File: config.mk
export PLATFORM = sky130hd
export DESIGN_NAME = ict_cycle_timer
export DESIGN_NICKNAME = d
export VERILOG_FILES = /design/src/ict_pkg.sv /design/src/ict_seq_if.sv /design/src/ict_cycle_seq.sv /design/src/ict_cycle_timer.sv
export SDC_FILE = /design/constraint.sdc
export NUM_CORES = 1
export LEC_CHECK = 0
export BUFFER_PORTS_ARGS = -buffer_cell sky130_fd_sc_hd__buf_4
export CORE_MARGIN = 4
export CORE_UTILIZATION = 55
export CTS_CLUSTER_SIZE = 24
export DETAILED_ROUTE_END_ITERATION = 8
export PLACE_DENSITY = 0.79
export SYNTH_ARGS = -nofsm -noshare
export SYNTH_HDL_FRONTEND = slang
export SYNTH_SLANG_ARGS = --single-unit
File: constraint.sdc
create_clock -name clock_in -period 2 [get_ports clock_in]
set_clock_uncertainty 0.1 [all_clocks]
set_input_delay 0.2 -clock clock_in [delete_from_list [all_inputs] [get_ports clock_in]]
set_output_delay 0.2 -clock clock_in [all_outputs]
set_load 0.005 [all_outputs]
File: src/ict_pkg.sv
package ict_pkg;
    // Instruction lengths in bytes.
    localparam logic [1:0] LEN_1 = 2'h1;
    localparam logic [1:0] LEN_2 = 2'h2;
    localparam logic [1:0] LEN_3 = 2'h3;
    // Instruction durations in system clock cycles.
    localparam logic [2:0] CYC_1 = 3'h1;
    localparam logic [2:0] CYC_2 = 3'h2;
    localparam logic [2:0] CYC_3 = 3'h3;
    localparam logic [2:0] CYC_4 = 3'h4;
    localparam logic [2:0] CYC_5 = 3'h5;
    localparam logic [2:0] CYC_EXTRA = 3'h1;
    localparam logic [2:0] CNT_LAST = 3'h1;
    localparam logic [2:0] SINCE_MAX = 3'h7;
    // Opcode masks for register, pointer and page forms.
    localparam logic [7:0] M_REG = 8'hf8;
    localparam logic [7:0] M_PTR = 8'hfe;
    localparam logic [7:0] M_PAGE = 8'h1f;
    // Opcode encodings; ranged forms give the lowest member.
    localparam logic [7:0] OP_NOP = 8'h00;
    localparam logic [7:0] OP_SPARE = 8'ha5;
    localparam logic [7:0] OP_MOV_REG_A = 8'hf8;
    localparam logic [7:0] OP_MOV_REG_DIR = 8'ha8;
    localparam logic [7:0] OP_MOV_REG_IMM = 8'h78;
    localparam logic [7:0] OP_MOV_A_IMM = 8'h74;
    localparam logic [7:0] OP_MOV_DIR_A = 8'hf5;
    localparam logic [7:0] OP_MOV_DIR_REG = 8'h88;
    localparam logic [7:0] OP_MOV_DIR_DIR = 8'h85;
    localparam logic [7:0] OP_MOV_DIR_IND = 8'h86;
    localparam logic [7:0] OP_MOV_DIR_IMM = 8'h75;
    localparam logic [7:0] OP_MOV_IND_A = 8'hf6;
    localparam logic [7:0] OP_MOV_IND_DIR = 8'ha6;
    localparam logic [7:0] OP_MOV_IND_IMM = 8'h76;
    localparam logic [7:0] OP_LOAD_DP = 8'h90;
    localparam logic [7:0] OP_CODE_DP = 8'h93;
    localparam logic [7:0] OP_CODE_PC = 8'h83;
    localparam logic [7:0] OP_EXT_RD_PTR = 8'he2;
    localparam logic [7:0] OP_EXT_WR_PTR = 8'hf2;
    localparam logic [7:0] OP_EXT_RD_DP = 8'he0;
    localparam logic [7:0] OP_EXT_WR_DP = 8'hf0;
    localparam logic [7:0] OP_PUSH = 8'hc0;
    localparam logic [7:0] OP_POP = 8'hd0;
    localparam logic [7:0] OP_XCH_REG = 8'hc8;
    localparam logic [7:0] OP_XCH_DIR = 8'hc5;
    localparam logic [7:0] OP_XCH_IND = 8'hc6;
    localparam logic [7:0] OP_XCH_NIB = 8'hd6;
    localparam logic [7:0] OP_CLR_C = 8'hc3;
    localparam logic [7:0] OP_SET_C = 8'hd3;
    localparam logic [7:0] OP_CPL_C = 8'hb3;
    localparam logic [7:0] OP_CLR_BIT = 8'hc2;
    localparam logic [7:0] OP_SET_BIT = 8'hd2;
    localparam logic [7:0] OP_CPL_BIT = 8'hb2;
    localparam logic [7:0] OP_AND_C_BIT = 8'h82;
    localparam logic [7:0] OP_AND_C_NBIT = 8'hb0;
    localparam logic [7:0] OP_OR_C_BIT = 8'h72;
    localparam logic [7:0] OP_OR_C_NBIT = 8'ha0;
    localparam logic [7:0] OP_MOV_C_BIT = 8'ha2;
    localparam logic [7:0] OP_MOV_BIT_C = 8'h92;
    localparam logic [7:0] OP_JMP_C = 8'h40;
    localparam logic [7:0] OP_JMP_NC = 8'h50;
    localparam logic [7:0] OP_JMP_Z = 8'h60;
    localparam logic [7:0] OP_JMP_NZ = 8'h70;
    localparam logic [7:0] OP_JMP_B = 8'h20;
    localparam logic [7:0] OP_JMP_NB = 8'h30;
    localparam logic [7:0] OP_JMP_BC = 8'h10;
    localparam logic [7:0] OP_CALL_ABS = 8'h11;
    localparam logic [7:0] OP_CALL_LONG = 8'h12;
    localparam logic [7:0] OP_RET = 8'h22;
    localparam logic [7:0] OP_RETI = 8'h32;
    localparam logic [7:0] OP_JMP_ABS = 8'h01;
    localparam logic [7:0] OP_JMP_LONG = 8'h02;
    localparam logic [7:0] OP_JMP_SHORT = 8'h80;
    localparam logic [7:0] OP_JMP_IND = 8'h73;
    localparam logic [7:0] OP_CMP_DIR = 8'hb5;
    localparam logic [7:0] OP_CMP_IMM = 8'hb4;
    localparam logic [7:0] OP_CMP_REG = 8'hb8;
    localparam logic [7:0] OP_CMP_IND = 8'hb6;
    localparam logic [7:0] OP_DEC_REG = 8'hd8;
    localparam logic [7:0] OP_DEC_DIR = 8'hd5;
    // Branch condition kinds.
    typedef enum logic [3:0] {
        CND_NONE = 4'h0, CND_C_SET = 4'h1, CND_C_CLR = 4'h2, CND_A_ZERO = 4'h3,
        CND_A_NZ = 4'h4, CND_BIT_SET = 4'h5, CND_BIT_CLR = 4'h6,
        CND_BIT_SET_CLR = 4'h7, CND_UNEQUAL = 4'h8, CND_DEC_NZ = 4'h9
    } ict_cond_t;
    typedef struct packed {
        logic known;
        logic nibble;
        ict_cond_t cond;
        logic [1:0] len;
        logic [2:0] base;
    } ict_dec_t;
    typedef enum logic [1:0] {ST_READY = 2'h1, ST_BUSY = 2'h2} ict_state_t;
endpackage

File: src/ict_seq_if.sv
`timescale 1ns/1ps
interface ict_seq_if;
    logic start;
    logic [2:0] total;
    logic ready;
    logic done;
    modport core (output start, output total, input ready, input done);
    modport seq (input start, input total, output ready, output done);
endinterface

File: src/ict_cycle_seq.sv
`timescale 1ns/1ps
module ict_cycle_seq (
    input wire logic clock_in,
    input wire logic resetn_in,
    ict_seq_if.seq seq_if
);
    import ict_pkg::*;

    ict_state_t state_q;
    ict_state_t state_d;
    logic [2:0] remain_q;
    logic ready_q;
    logic done_q;

    assign seq_if.ready = ready_q;
    assign seq_if.done = done_q;

    // Next state: a start only counts while ready, so no instruction overlaps another.
    always_comb
    begin
        state_d = state_q;
        case (state_q)
            ST_READY:
                if (seq_if.start && seq_if.total != CYC_1)
                    state_d = ST_BUSY;
            ST_BUSY:
                if (remain_q == CNT_LAST)
                    state_d = ST_READY;
            default:
                state_d = ST_READY;
        endcase
    end

    // State and ready flop; ready is registered so the fetch side sees no glitch.
    // hold next fetch.
    always_ff @(posedge clock_in or negedge resetn_in)
    begin
        if (!resetn_in)
        begin
            state_q <= ST_READY;
            ready_q <= 1'b1;
        end
        else
        begin
            state_q <= state_d;
            ready_q <= (state_d == ST_READY);
        end
    end

    // Remaining cycles of the running instruction.
    always_ff @(posedge clock_in or negedge resetn_in)
    begin
        if (!resetn_in)
            remain_q <= CNT_LAST;
        else if (state_q == ST_READY && seq_if.start)
            remain_q <= seq_if.total - CNT_LAST;
        else if (state_q == ST_BUSY)
            remain_q <= remain_q - CNT_LAST;
    end

    // Completion pulse, in the cycle in which ready comes back.
    always_ff @(posedge clock_in or negedge resetn_in)
    begin
        if (!resetn_in)
            done_q <= 1'b0;
        else
            done_q <= (state_q == ST_READY && seq_if.start && seq_if.total == CYC_1) ||
                      (state_q == ST_BUSY && remain_q == CNT_LAST);
    end
endmodule // ict_cycle_seq

File: src/ict_cycle_timer.sv
// Overview of operation
// - Direct or immediate into register: 2 bytes, 2 cycles.
// - Direct-to-direct, immediate-to-direct: 3 bytes, 3 cycles.
// - Accumulator into indirect RAM: 1 byte, 2 cycles.
// - Other indirect RAM moves: 2 bytes, 2 cycles.
// - Load data pointer constant: 3 bytes, 3 cycles.
// - Both code byte loads: 1 byte, 3 cycles.
// - All external space moves: 1 byte, 3 cycles.
// - Push and pop: 2 bytes, 2 cycles.
// - Exchange register 1 cycle, others 2.
// - Low nibble exchange: 1 byte, 2 cycles.
// - Carry ops 1/1; direct bit ops 2/2.
// - Carry or accumulator jumps: 2 bytes, 2/3.
// - Bit jumps 3 bytes 3/4; clear-variant clears.
// - Compare jumps 3/4, indirect form 4/5.
// - Decrement jumps: register 2/3, direct 3/4.
// - Short and page jumps 3, long 4.
// - Indirect jump: 1 byte, 3 cycles.
// - Not taken uses lower count, taken adds one.
`timescale 1ns/1ps
module ict_cycle_timer (
    input wire logic clock_in,
    input wire logic resetn_in,
    input wire logic opcode_valid_in,
    input wire logic [7:0] opcode_in,
    input wire logic carry_in,
    input wire logic acc_zero_in,
    input wire logic bit_value_in,
    input wire logic operands_unequal_in,
    input wire logic dec_result_nonzero_in,
    output logic fetch_ready_out,
    output logic instr_done_out,
    output logic [1:0] instr_length_out,
    output logic [2:0] instr_cycles_out,
    output logic branch_taken_out,
    output logic bit_clear_out,
    output logic low_nibble_only_out,
    output logic opcode_known_out
);
    import ict_pkg::*;

    ict_seq_if seq_bus();
    ict_dec_t dec_w;
    logic [2:0] base_w;
    logic [2:0] total_w;
    logic met_w;
    logic accept_w;
    logic [1:0] len_q;
    logic [2:0] cyc_q;
    logic taken_q;
    logic clear_q;
    logic nibble_q;
    logic known_q;
    logic [2:0] since_q;

    // True when the opcode falls in a register, pointer or page group.
    function automatic logic is_op(input logic [7:0] op, input logic [7:0] base,
                                   input logic [7:0] mask);
        is_op = ((op & mask) == base);
    endfunction

    // Builds a known descriptor.
    function automatic ict_dec_t mk(input logic [1:0] len, input logic [2:0] cyc,
                                    input ict_cond_t cnd);
        ict_dec_t d;
        d = '0;
        d.known = 1'b1;
        d.len = len;
        d.base = cyc;
        d.cond = cnd;
        mk = d;
    endfunction

    // Opcode to length, base cycles and branch condition.
    function automatic ict_dec_t decode(input logic [7:0] op);
        ict_dec_t d;
        d = mk(LEN_1, CYC_1, CND_NONE);
        d.known = 1'b0;
        if (op == OP_NOP || op == OP_SPARE || is_op(op, OP_MOV_REG_A, M_REG) ||
            op == OP_CLR_C || op == OP_SET_C || op == OP_CPL_C ||
            is_op(op, OP_XCH_REG, M_REG))
            d = mk(LEN_1, CYC_1, CND_NONE);
        else if (is_op(op, OP_MOV_REG_DIR, M_REG) || is_op(op, OP_MOV_REG_IMM, M_REG) ||
                 op == OP_MOV_A_IMM || op == OP_MOV_DIR_A ||
                 is_op(op, OP_MOV_DIR_REG, M_REG))
            d = mk(LEN_2, CYC_2, CND_NONE);
        else if (op == OP_MOV_DIR_DIR || op == OP_MOV_DIR_IMM || op == OP_LOAD_DP)
            d = mk(LEN_3, CYC_3, CND_NONE);
        else if (is_op(op, OP_MOV_IND_A, M_PTR) || is_op(op, OP_XCH_IND, M_PTR))
            d = mk(LEN_1, CYC_2, CND_NONE);
        else if (is_op(op, OP_XCH_NIB, M_PTR))
        begin
            d = mk(LEN_1, CYC_2, CND_NONE);
            d.nibble = 1'b1;
        end
        else if (is_op(op, OP_MOV_DIR_IND, M_PTR) || is_op(op, OP_MOV_IND_DIR, M_PTR) ||
                 is_op(op, OP_MOV_IND_IMM, M_PTR) || op == OP_PUSH || op == OP_POP ||
                 op == OP_XCH_DIR)
            d = mk(LEN_2, CYC_2, CND_NONE);
        else if (op == OP_CODE_DP || op == OP_CODE_PC || op == OP_EXT_RD_DP ||
                 op == OP_EXT_WR_DP || is_op(op, OP_EXT_RD_PTR, M_PTR) ||
                 is_op(op, OP_EXT_WR_PTR, M_PTR) || op == OP_JMP_IND)
            d = mk(LEN_1, CYC_3, CND_NONE);
        else if (op == OP_CLR_BIT || op == OP_SET_BIT || op == OP_CPL_BIT ||
                 op == OP_AND_C_BIT || op == OP_AND_C_NBIT || op == OP_OR_C_BIT ||
                 op == OP_OR_C_NBIT || op == OP_MOV_C_BIT || op == OP_MOV_BIT_C)
            d = mk(LEN_2, CYC_2, CND_NONE);
        else if (op == OP_JMP_C)
            d = mk(LEN_2, CYC_2, CND_C_SET);
        else if (op == OP_JMP_NC)
            d = mk(LEN_2, CYC_2, CND_C_CLR);
        else if (op == OP_JMP_Z)
            d = mk(LEN_2, CYC_2, CND_A_ZERO);
        else if (op == OP_JMP_NZ)
            d = mk(LEN_2, CYC_2, CND_A_NZ);
        else if (op == OP_JMP_B)
            d = mk(LEN_3, CYC_3, CND_BIT_SET);
        else if (op == OP_JMP_NB)
            d = mk(LEN_3, CYC_3, CND_BIT_CLR);
        else if (op == OP_JMP_BC)
            d = mk(LEN_3, CYC_3, CND_BIT_SET_CLR);
        else if (op == OP_CMP_DIR || op == OP_CMP_IMM || is_op(op, OP_CMP_REG, M_REG))
            d = mk(LEN_3, CYC_3, CND_UNEQUAL);
        else if (is_op(op, OP_CMP_IND, M_PTR))
            d = mk(LEN_3, CYC_4, CND_UNEQUAL);
        else if (is_op(op, OP_DEC_REG, M_REG))
            d = mk(LEN_2, CYC_2, CND_DEC_NZ);
        else if (op == OP_DEC_DIR)
            d = mk(LEN_3, CYC_3, CND_DEC_NZ);
        else if (op == OP_JMP_SHORT || is_op(op, OP_JMP_ABS, M_PAGE) ||
                 is_op(op, OP_CALL_ABS, M_PAGE))
            d = mk(LEN_2, CYC_3, CND_NONE);
        else if (op == OP_JMP_LONG || op == OP_CALL_LONG)
            d = mk(LEN_3, CYC_4, CND_NONE);
        else if (op == OP_RET || op == OP_RETI)
            d = mk(LEN_1, CYC_5, CND_NONE);
        decode = d;
    endfunction

    // Branch outcome from the datapath flags sampled with the opcode.
    function automatic logic cond_met(input ict_cond_t cnd, input logic c, input logic z,
                                      input logic b, input logic ne, input logic nz);
        case (cnd)
            CND_C_SET: cond_met = c;
            CND_C_CLR: cond_met = !c;
            CND_A_ZERO: cond_met = z;
            CND_A_NZ: cond_met = !z;
            CND_BIT_SET: cond_met = b;
            CND_BIT_CLR: cond_met = !b;
            CND_BIT_SET_CLR: cond_met = b;
            CND_UNEQUAL: cond_met = ne;
            CND_DEC_NZ: cond_met = nz;
            default: cond_met = 1'b0;
        endcase
    endfunction

    // Decode and duration; a taken branch costs one more cycle than the listed lower count.
    assign dec_w = decode(opcode_in);
    assign base_w = dec_w.base;
    assign met_w = cond_met(dec_w.cond, carry_in, acc_zero_in, bit_value_in,
                            operands_unequal_in, dec_result_nonzero_in);
    assign total_w = met_w ? base_w + CYC_EXTRA : base_w;
    assign accept_w = opcode_valid_in && seq_bus.ready;
    assign seq_bus.start = accept_w;
    assign seq_bus.total = total_w;

    ict_cycle_seq u_seq (
        .clock_in(clock_in),
        .resetn_in(resetn_in),
        .seq_if(seq_bus)
    );

    // Descriptor of the running instruction, held until the next accept.
    always_ff @(posedge clock_in or negedge resetn_in)
    begin
        if (!resetn_in)
        begin
            len_q <= LEN_1;
            cyc_q <= CYC_1;
            nibble_q <= 1'b0;
            known_q <= 1'b0;
        end
        else if (accept_w)
        begin
            len_q <= dec_w.len;
            cyc_q <= total_w;
            nibble_q <= dec_w.nibble;
            known_q <= dec_w.known;
        end
    end

    // Branch outcome, and a one-cycle clear request for the bit test that found it set.
    always_ff @(posedge clock_in or negedge resetn_in)
    begin
        if (!resetn_in)
        begin
            taken_q <= 1'b0;
            clear_q <= 1'b0;
        end
        else
        begin
            if (accept_w)
                taken_q <= met_w;
            clear_q <= accept_w && dec_w.cond == CND_BIT_SET_CLR && bit_value_in;
        end
    end

    assign fetch_ready_out = seq_bus.ready;
    assign instr_done_out = seq_bus.done;
    assign instr_length_out = len_q;
    assign instr_cycles_out = cyc_q;
    assign branch_taken_out = taken_q;
    assign bit_clear_out = clear_q;
    assign low_nibble_only_out = nibble_q;
    assign opcode_known_out = known_q;

    // Cycles since the last accept, saturating; read only by the checks below.
    always_ff @(posedge clock_in or negedge resetn_in)
    begin
        if (!resetn_in)
            since_q <= CYC_1;
        else if (accept_w)
            since_q <= CYC_1;
        else if (since_q != SINCE_MAX)
            since_q <= since_q + CYC_1;
    end
endmodule // ict_cycle_timer

==> impl_results.md, run 1 <==
* Largest net degree at the start of global routing at 17
* Port bufs at 26
* H-tree depth at 1
* FF+latch count, synth at 16
* RD Place Congestion at 0.922
* Total CTS buffers at 3
* Mapped Nets at 211
* Avg Inst Size Synth at 7.93 um2
* Synth async-reset ratio at 1.00
* Die span in x at 60.1 um
* Post-synthesis cell count at 188
* Tool Error: [ERROR DPL-0038] Utilization greater than 100%, impossible to legalize
* Maximum buffer depth of the clock tree at 2
* Hpwl dp at 3570 um
* Sequential fraction of the synthesis area at 0.273
* Status: aborted with a tool error
* Die Ht at 60.1 um
* Initial Util at 0.591
* Syn Std Cell Area at 0.00149 mm2
* EDFF count, synth at 0
* I/O Pins at 27
* Worst-path end type: register data pin
* Rows at 18
* Last stage: global routing
* Synth Warn # at 0
* Synth cell types at 51
* Post-synth top flop: dfrtp_1
* CTS Sinks at 16
* GR repair worst EP: u_seq.state_q[1]$_DFF_PN0_/D
* CTS root buffer: clkbuf_4
==> synthesized netlist by cell type, types with 4 or more instances <==
master,n,area [um2]
nand2_1,22,82.6
mux2_2,4,45.0
a21oi_1,9,45.0
nor3_1,5,25.0
xor2_1,6,52.6
ha_1,7,87.6
nor2_1,10,37.5
clkbuf_1,6,22.5
nand3_1,8,40.0
dfstp_2,5,131
dfrtp_1,11,275
o21ai_0,13,65.1
buf_2,8,40.0
nand2b_1,4,25.0
and2_1,4,25.0
inv_1,9,33.8
nor2b_1,8,50.1
==> timing repair <==
item	CTS
resized for setup	34
endpoints found under the setup margin	7
buffers inserted	19
hold buffers	1
endpoints found under the hold margin	16
pin swaps	14
==> kinds of logic after synthesis <==
| logic type | Yosys count | share of synthesized area |
|---|---|---|
| XOR/XNOR | 9 | 0.0529 |
| multiplexers | 6 | 0.0436 |
| flip-flops | 16 | 0.273 |
| AO/OA/AOI/OAI | 45 | 0.206 |
| buffers and inverters | 25 | 0.0772 |
| AND/OR/NAND/NOR | 80 | 0.289 |
| adder cells (fa/ha/maj) | 7 | 0.0587 |
==> metrics by stage <==
step	utilization	instances	hold WS, ps	cell area, um2	setup WS [ps]
after floorplan	-	188	-196	1560	-676
after global placement	0.824	281	-42.6	2080	-718
after detailed placement	0.824	281	-34.0	2080	-870
after CTS	0.959	305	121	2420	-423
==> run 2, diff against run 1 <==
Settings changed: CORE_UTILIZATION 55 to 40, CTS_CLUSTER_SIZE 24 to unset, PLACE_DENSITY 0.79 to unset, PLACE_DENSITY_LB_ADDON set to 0.15.
==> run 2 against run 1 <==
Net effect:
- area after synthesis unchanged
- the flow now finishes, with violations (negative setup slack)
- synthesized cell count unchanged
==> impl_results.md, run 2 <==
* Initial antenna violation count at 0
* Synth Warn # at 0 (unchanged)
* Sw power at 0.000620 W
* Final Cycle Share at 1.19
* WP data required at 2030 ps
* Final setup viols at 7
* Post-synth top flop: dfrtp_1
* Combinational fraction of design power at 0.523
* Sequential share of power at 0.315
* Area growth from synthesis to layout at 59.6%
* Maximum buffer depth of the clock tree at 2 (unchanged)
* Mapped Nets at 211 (unchanged)
* Status: complete, but fails checks
* Final hold violation count at 0
* CTS root buffer: clkbuf_8
* Initial Util at 0.430 (-0.161)
* Via count at 1670
* Largest area contributor in the netlist: dfrtp_1
* Total CTS buffers at 3 (unchanged)
* Startpoint Class: input pin
* Port bufs at 26 (unchanged)
* F_max at 419 MHz
* Slew headroom at 0.760
* Clock latency on the worst-skew pair at 250 ps
* ANT nets after route at 0
* FF+latch count, synth at 16 (unchanged)
* Most frequent cells in the layout: buf_4, nand2_1, dfrtp_1, nor2_1
* DRT Wirelength at 4710 um
* Worst VDD drop at 0.733 mV
* CTS tree: yes
* Core Region at 0.00347 mm2
* Synth top area share at 0.185 (unchanged)
* Hpwl dp at 3410 um (-4.3%)
* Number of diodes at 0
* Share of cells above drive strength 1 at 0.479
* Max Cap Viol at 0
* Final Cell Area at 0.00238 mm2
* Sequential fraction of the synthesis area at 0.273 (unchanged)
* Die span in x at 69.1 um (+15%)
* Synth async-reset ratio at 1.00 (unchanged)
* Min Tclk post-route at 2390 ps
* Number of global-route vias before repair at 1606
* Residual overflow from global routing at 0
* Crit path arrival time at 2410 ps
* Switch share at 0.361
* Largest net degree at the start of global routing at 17
* Post-synthesis cell count at 188 (unchanged)
* Rows at 21 (+3)
* Placed Area at 0.00208 mm2 (+0.24%)
* Lkg Pwr at 1.12 nW
* GRT Total Usage at 0.187
* Grt met3 use at 0.0523
* Worst Hold Class: in -> reg
* I/O Pins at 27 (unchanged)
* Utilization after layout at 0.687
* Worst-path maximum fanout at 6
* Fill cells at 291
* RD Place Congestion at 0.933 (+1.2%)
* Commonest non-fill, non-tap cell in the layout: buf_4
* Met1 GRT Util at 0.259
* CTS Sinks at 16 (unchanged)
* Pins Over Slew Limit at 0
* DRT Pass-1 Iters at 4
* Clock Pin Slew Worst Setup and Hold Paths at 60 ps
* Hold-critical path depth at 3
* Final setup margin at -388 ps
* DR iter-0 viols at 123
* Reg2Reg Depth at 6
* Met2 global-route usage at 0.298
* Gr busiest metal: met2
* H-tree depth at 1 (unchanged)
* Worst slew pin tran at 356 ps
* Failing checks: negative setup slack
* Power Density at 720 mW/mm2
* WL/cell at 15.4 um
* # nets final at 283
* EDFF count, synth at 0 (unchanged)
* Synth cell types at 51 (unchanged)
* Avg Inst Size Synth at 7.93 um2 (unchanged)
* Clock power frac at 0.162
* CP Capture Type: register
* Syn Std Cell Area at 0.00149 mm2 (unchanged)
* Die area at 0.00477 mm2
* DRC viols at 0
* Top post-synthesis cells by area: dfrtp_1, dfstp_2, ha_1
* RSZ-0062 raised after global routing: true
* Pre-CTS setup slack at -819 ps (+50.5 ps)
* Most common cell in the netlist: nand2_1
* First-pass GRT wire length at 7620 um
* Int Pwr at 0.00110 W
* Detailed-route vias per instance at 5.48
* Die Ht at 69.1 um (+15%)
* Commonest cells post-synth: nand2_1, o21ai_0, dfrtp_1
* Setup CP Type: in -> reg
==> run 2: cell type report <==
cell class	count	area (um2)	share of cell area
Timing Repair Buffer	83	661	0.277
Inverter	9	33.8	0.0142
Sequential cell	16	407	0.171
Clock buffer	4	55.1	0.0231
Tap cell	46	57.6	0.0242
Multi-Input combinational cell	147	1170	0.490
==> run 2: critical path, cell delays in order <==
cell       delay [ps]
buf_4             130
nand2_1            90
or3_4             380
a2111oi_4         350
nor4b_4           100
nand3_2           120
ha_4              220
mux2i_4           190
ha_4              160
nand2b_1           50
mux2_4            300
o2bb2ai_2         120
==> run 2: path summary, 6_finish.rpt <==
check,start,to,slack (ps)
worst max-delay path,opcode_in[2],u_seq.state_q[1],-390
worst min-delay path,opcode_in[6],bit_clear_out,180
worst max register to register,u_seq.state_q[0],u_seq.seq_if.ready,160
worst min register to register,instr_cycles_out[2],instr_cycles_out[2],400
max in group asynchronous,resetn_in,instr_length_out[0],1300
min in group asynchronous,resetn_in,bit_clear_out,250
==> run 2: routing by layer <==
metal	routed length [um]	vias up
met5	0	-
met4	31	0
met3	397	4
met2	2240	69
met1	2040	776
li1	-	821
==> run 2: power groups by stage <==
stage / Clock [W] / Sequential (W) / Combinational, W
3_3_place_gp: 0 / 0.000537 / 0.000748
2_1_floorplan: 0 / 0.000540 / 0.000463
3_5_place_dp: 0 / 0.000544 / 0.000777
4_1_cts: 0.000281 / 0.000540 / 0.000823
6_report: 0.000278 / 0.000541 / 0.000896
5_1_grt: 0.000300 / 0.000554 / 0.000997
==> run 2: kinds of logic (layout without fill, tap and decap cells) <==
| kind of cell | Yosys count | after routing | share of synthesized area |
|---|---|---|---|
| AOI/OAI and AO/OA | 45 | 45 | 0.206 |
| xor gates and xnor gates | 9 | 9 | 0.0529 |
| adders and majority gates | 7 | 7 | 0.0587 |
| buffers and inverters | 25 | 96 | 0.0772 |
| DFF | 16 | 16 | 0.273 |
| muxes | 6 | 6 | 0.0436 |
| and+or+nand+nor | 80 | 80 | 0.289 |
==> run 2: timing repair <==
action	CTS	global route
hold endpoints to repair	16	0
hold buffers	1	0
endpoints found under the setup margin	7	10
resized for setup	13	28
pin swaps	7	13
setup buffers	2	4
==> run 2: metrics by stage <==
| stage | hold slack [ps] | TNS [ps] | instances | power, W |
|---|---|---|---|---|
| 3_5_place_dp | -34.4 | -5450 | 295 | 0.00132 |
| 4_1_cts | 172 | -2660 | 302 | 0.00164 |
| 2_1_floorplan | -196 | -3930 | 188 | 0.00100 |
| 6_report | 183 | -2060 | 305 | 0.00171 |
| 5_1_grt | 197 | -2910 | 305 | 0.00185 |
| 3_3_place_gp | -37.9 | -4790 | 295 | 0.00128 |
(Power assumes the default switching activity.)
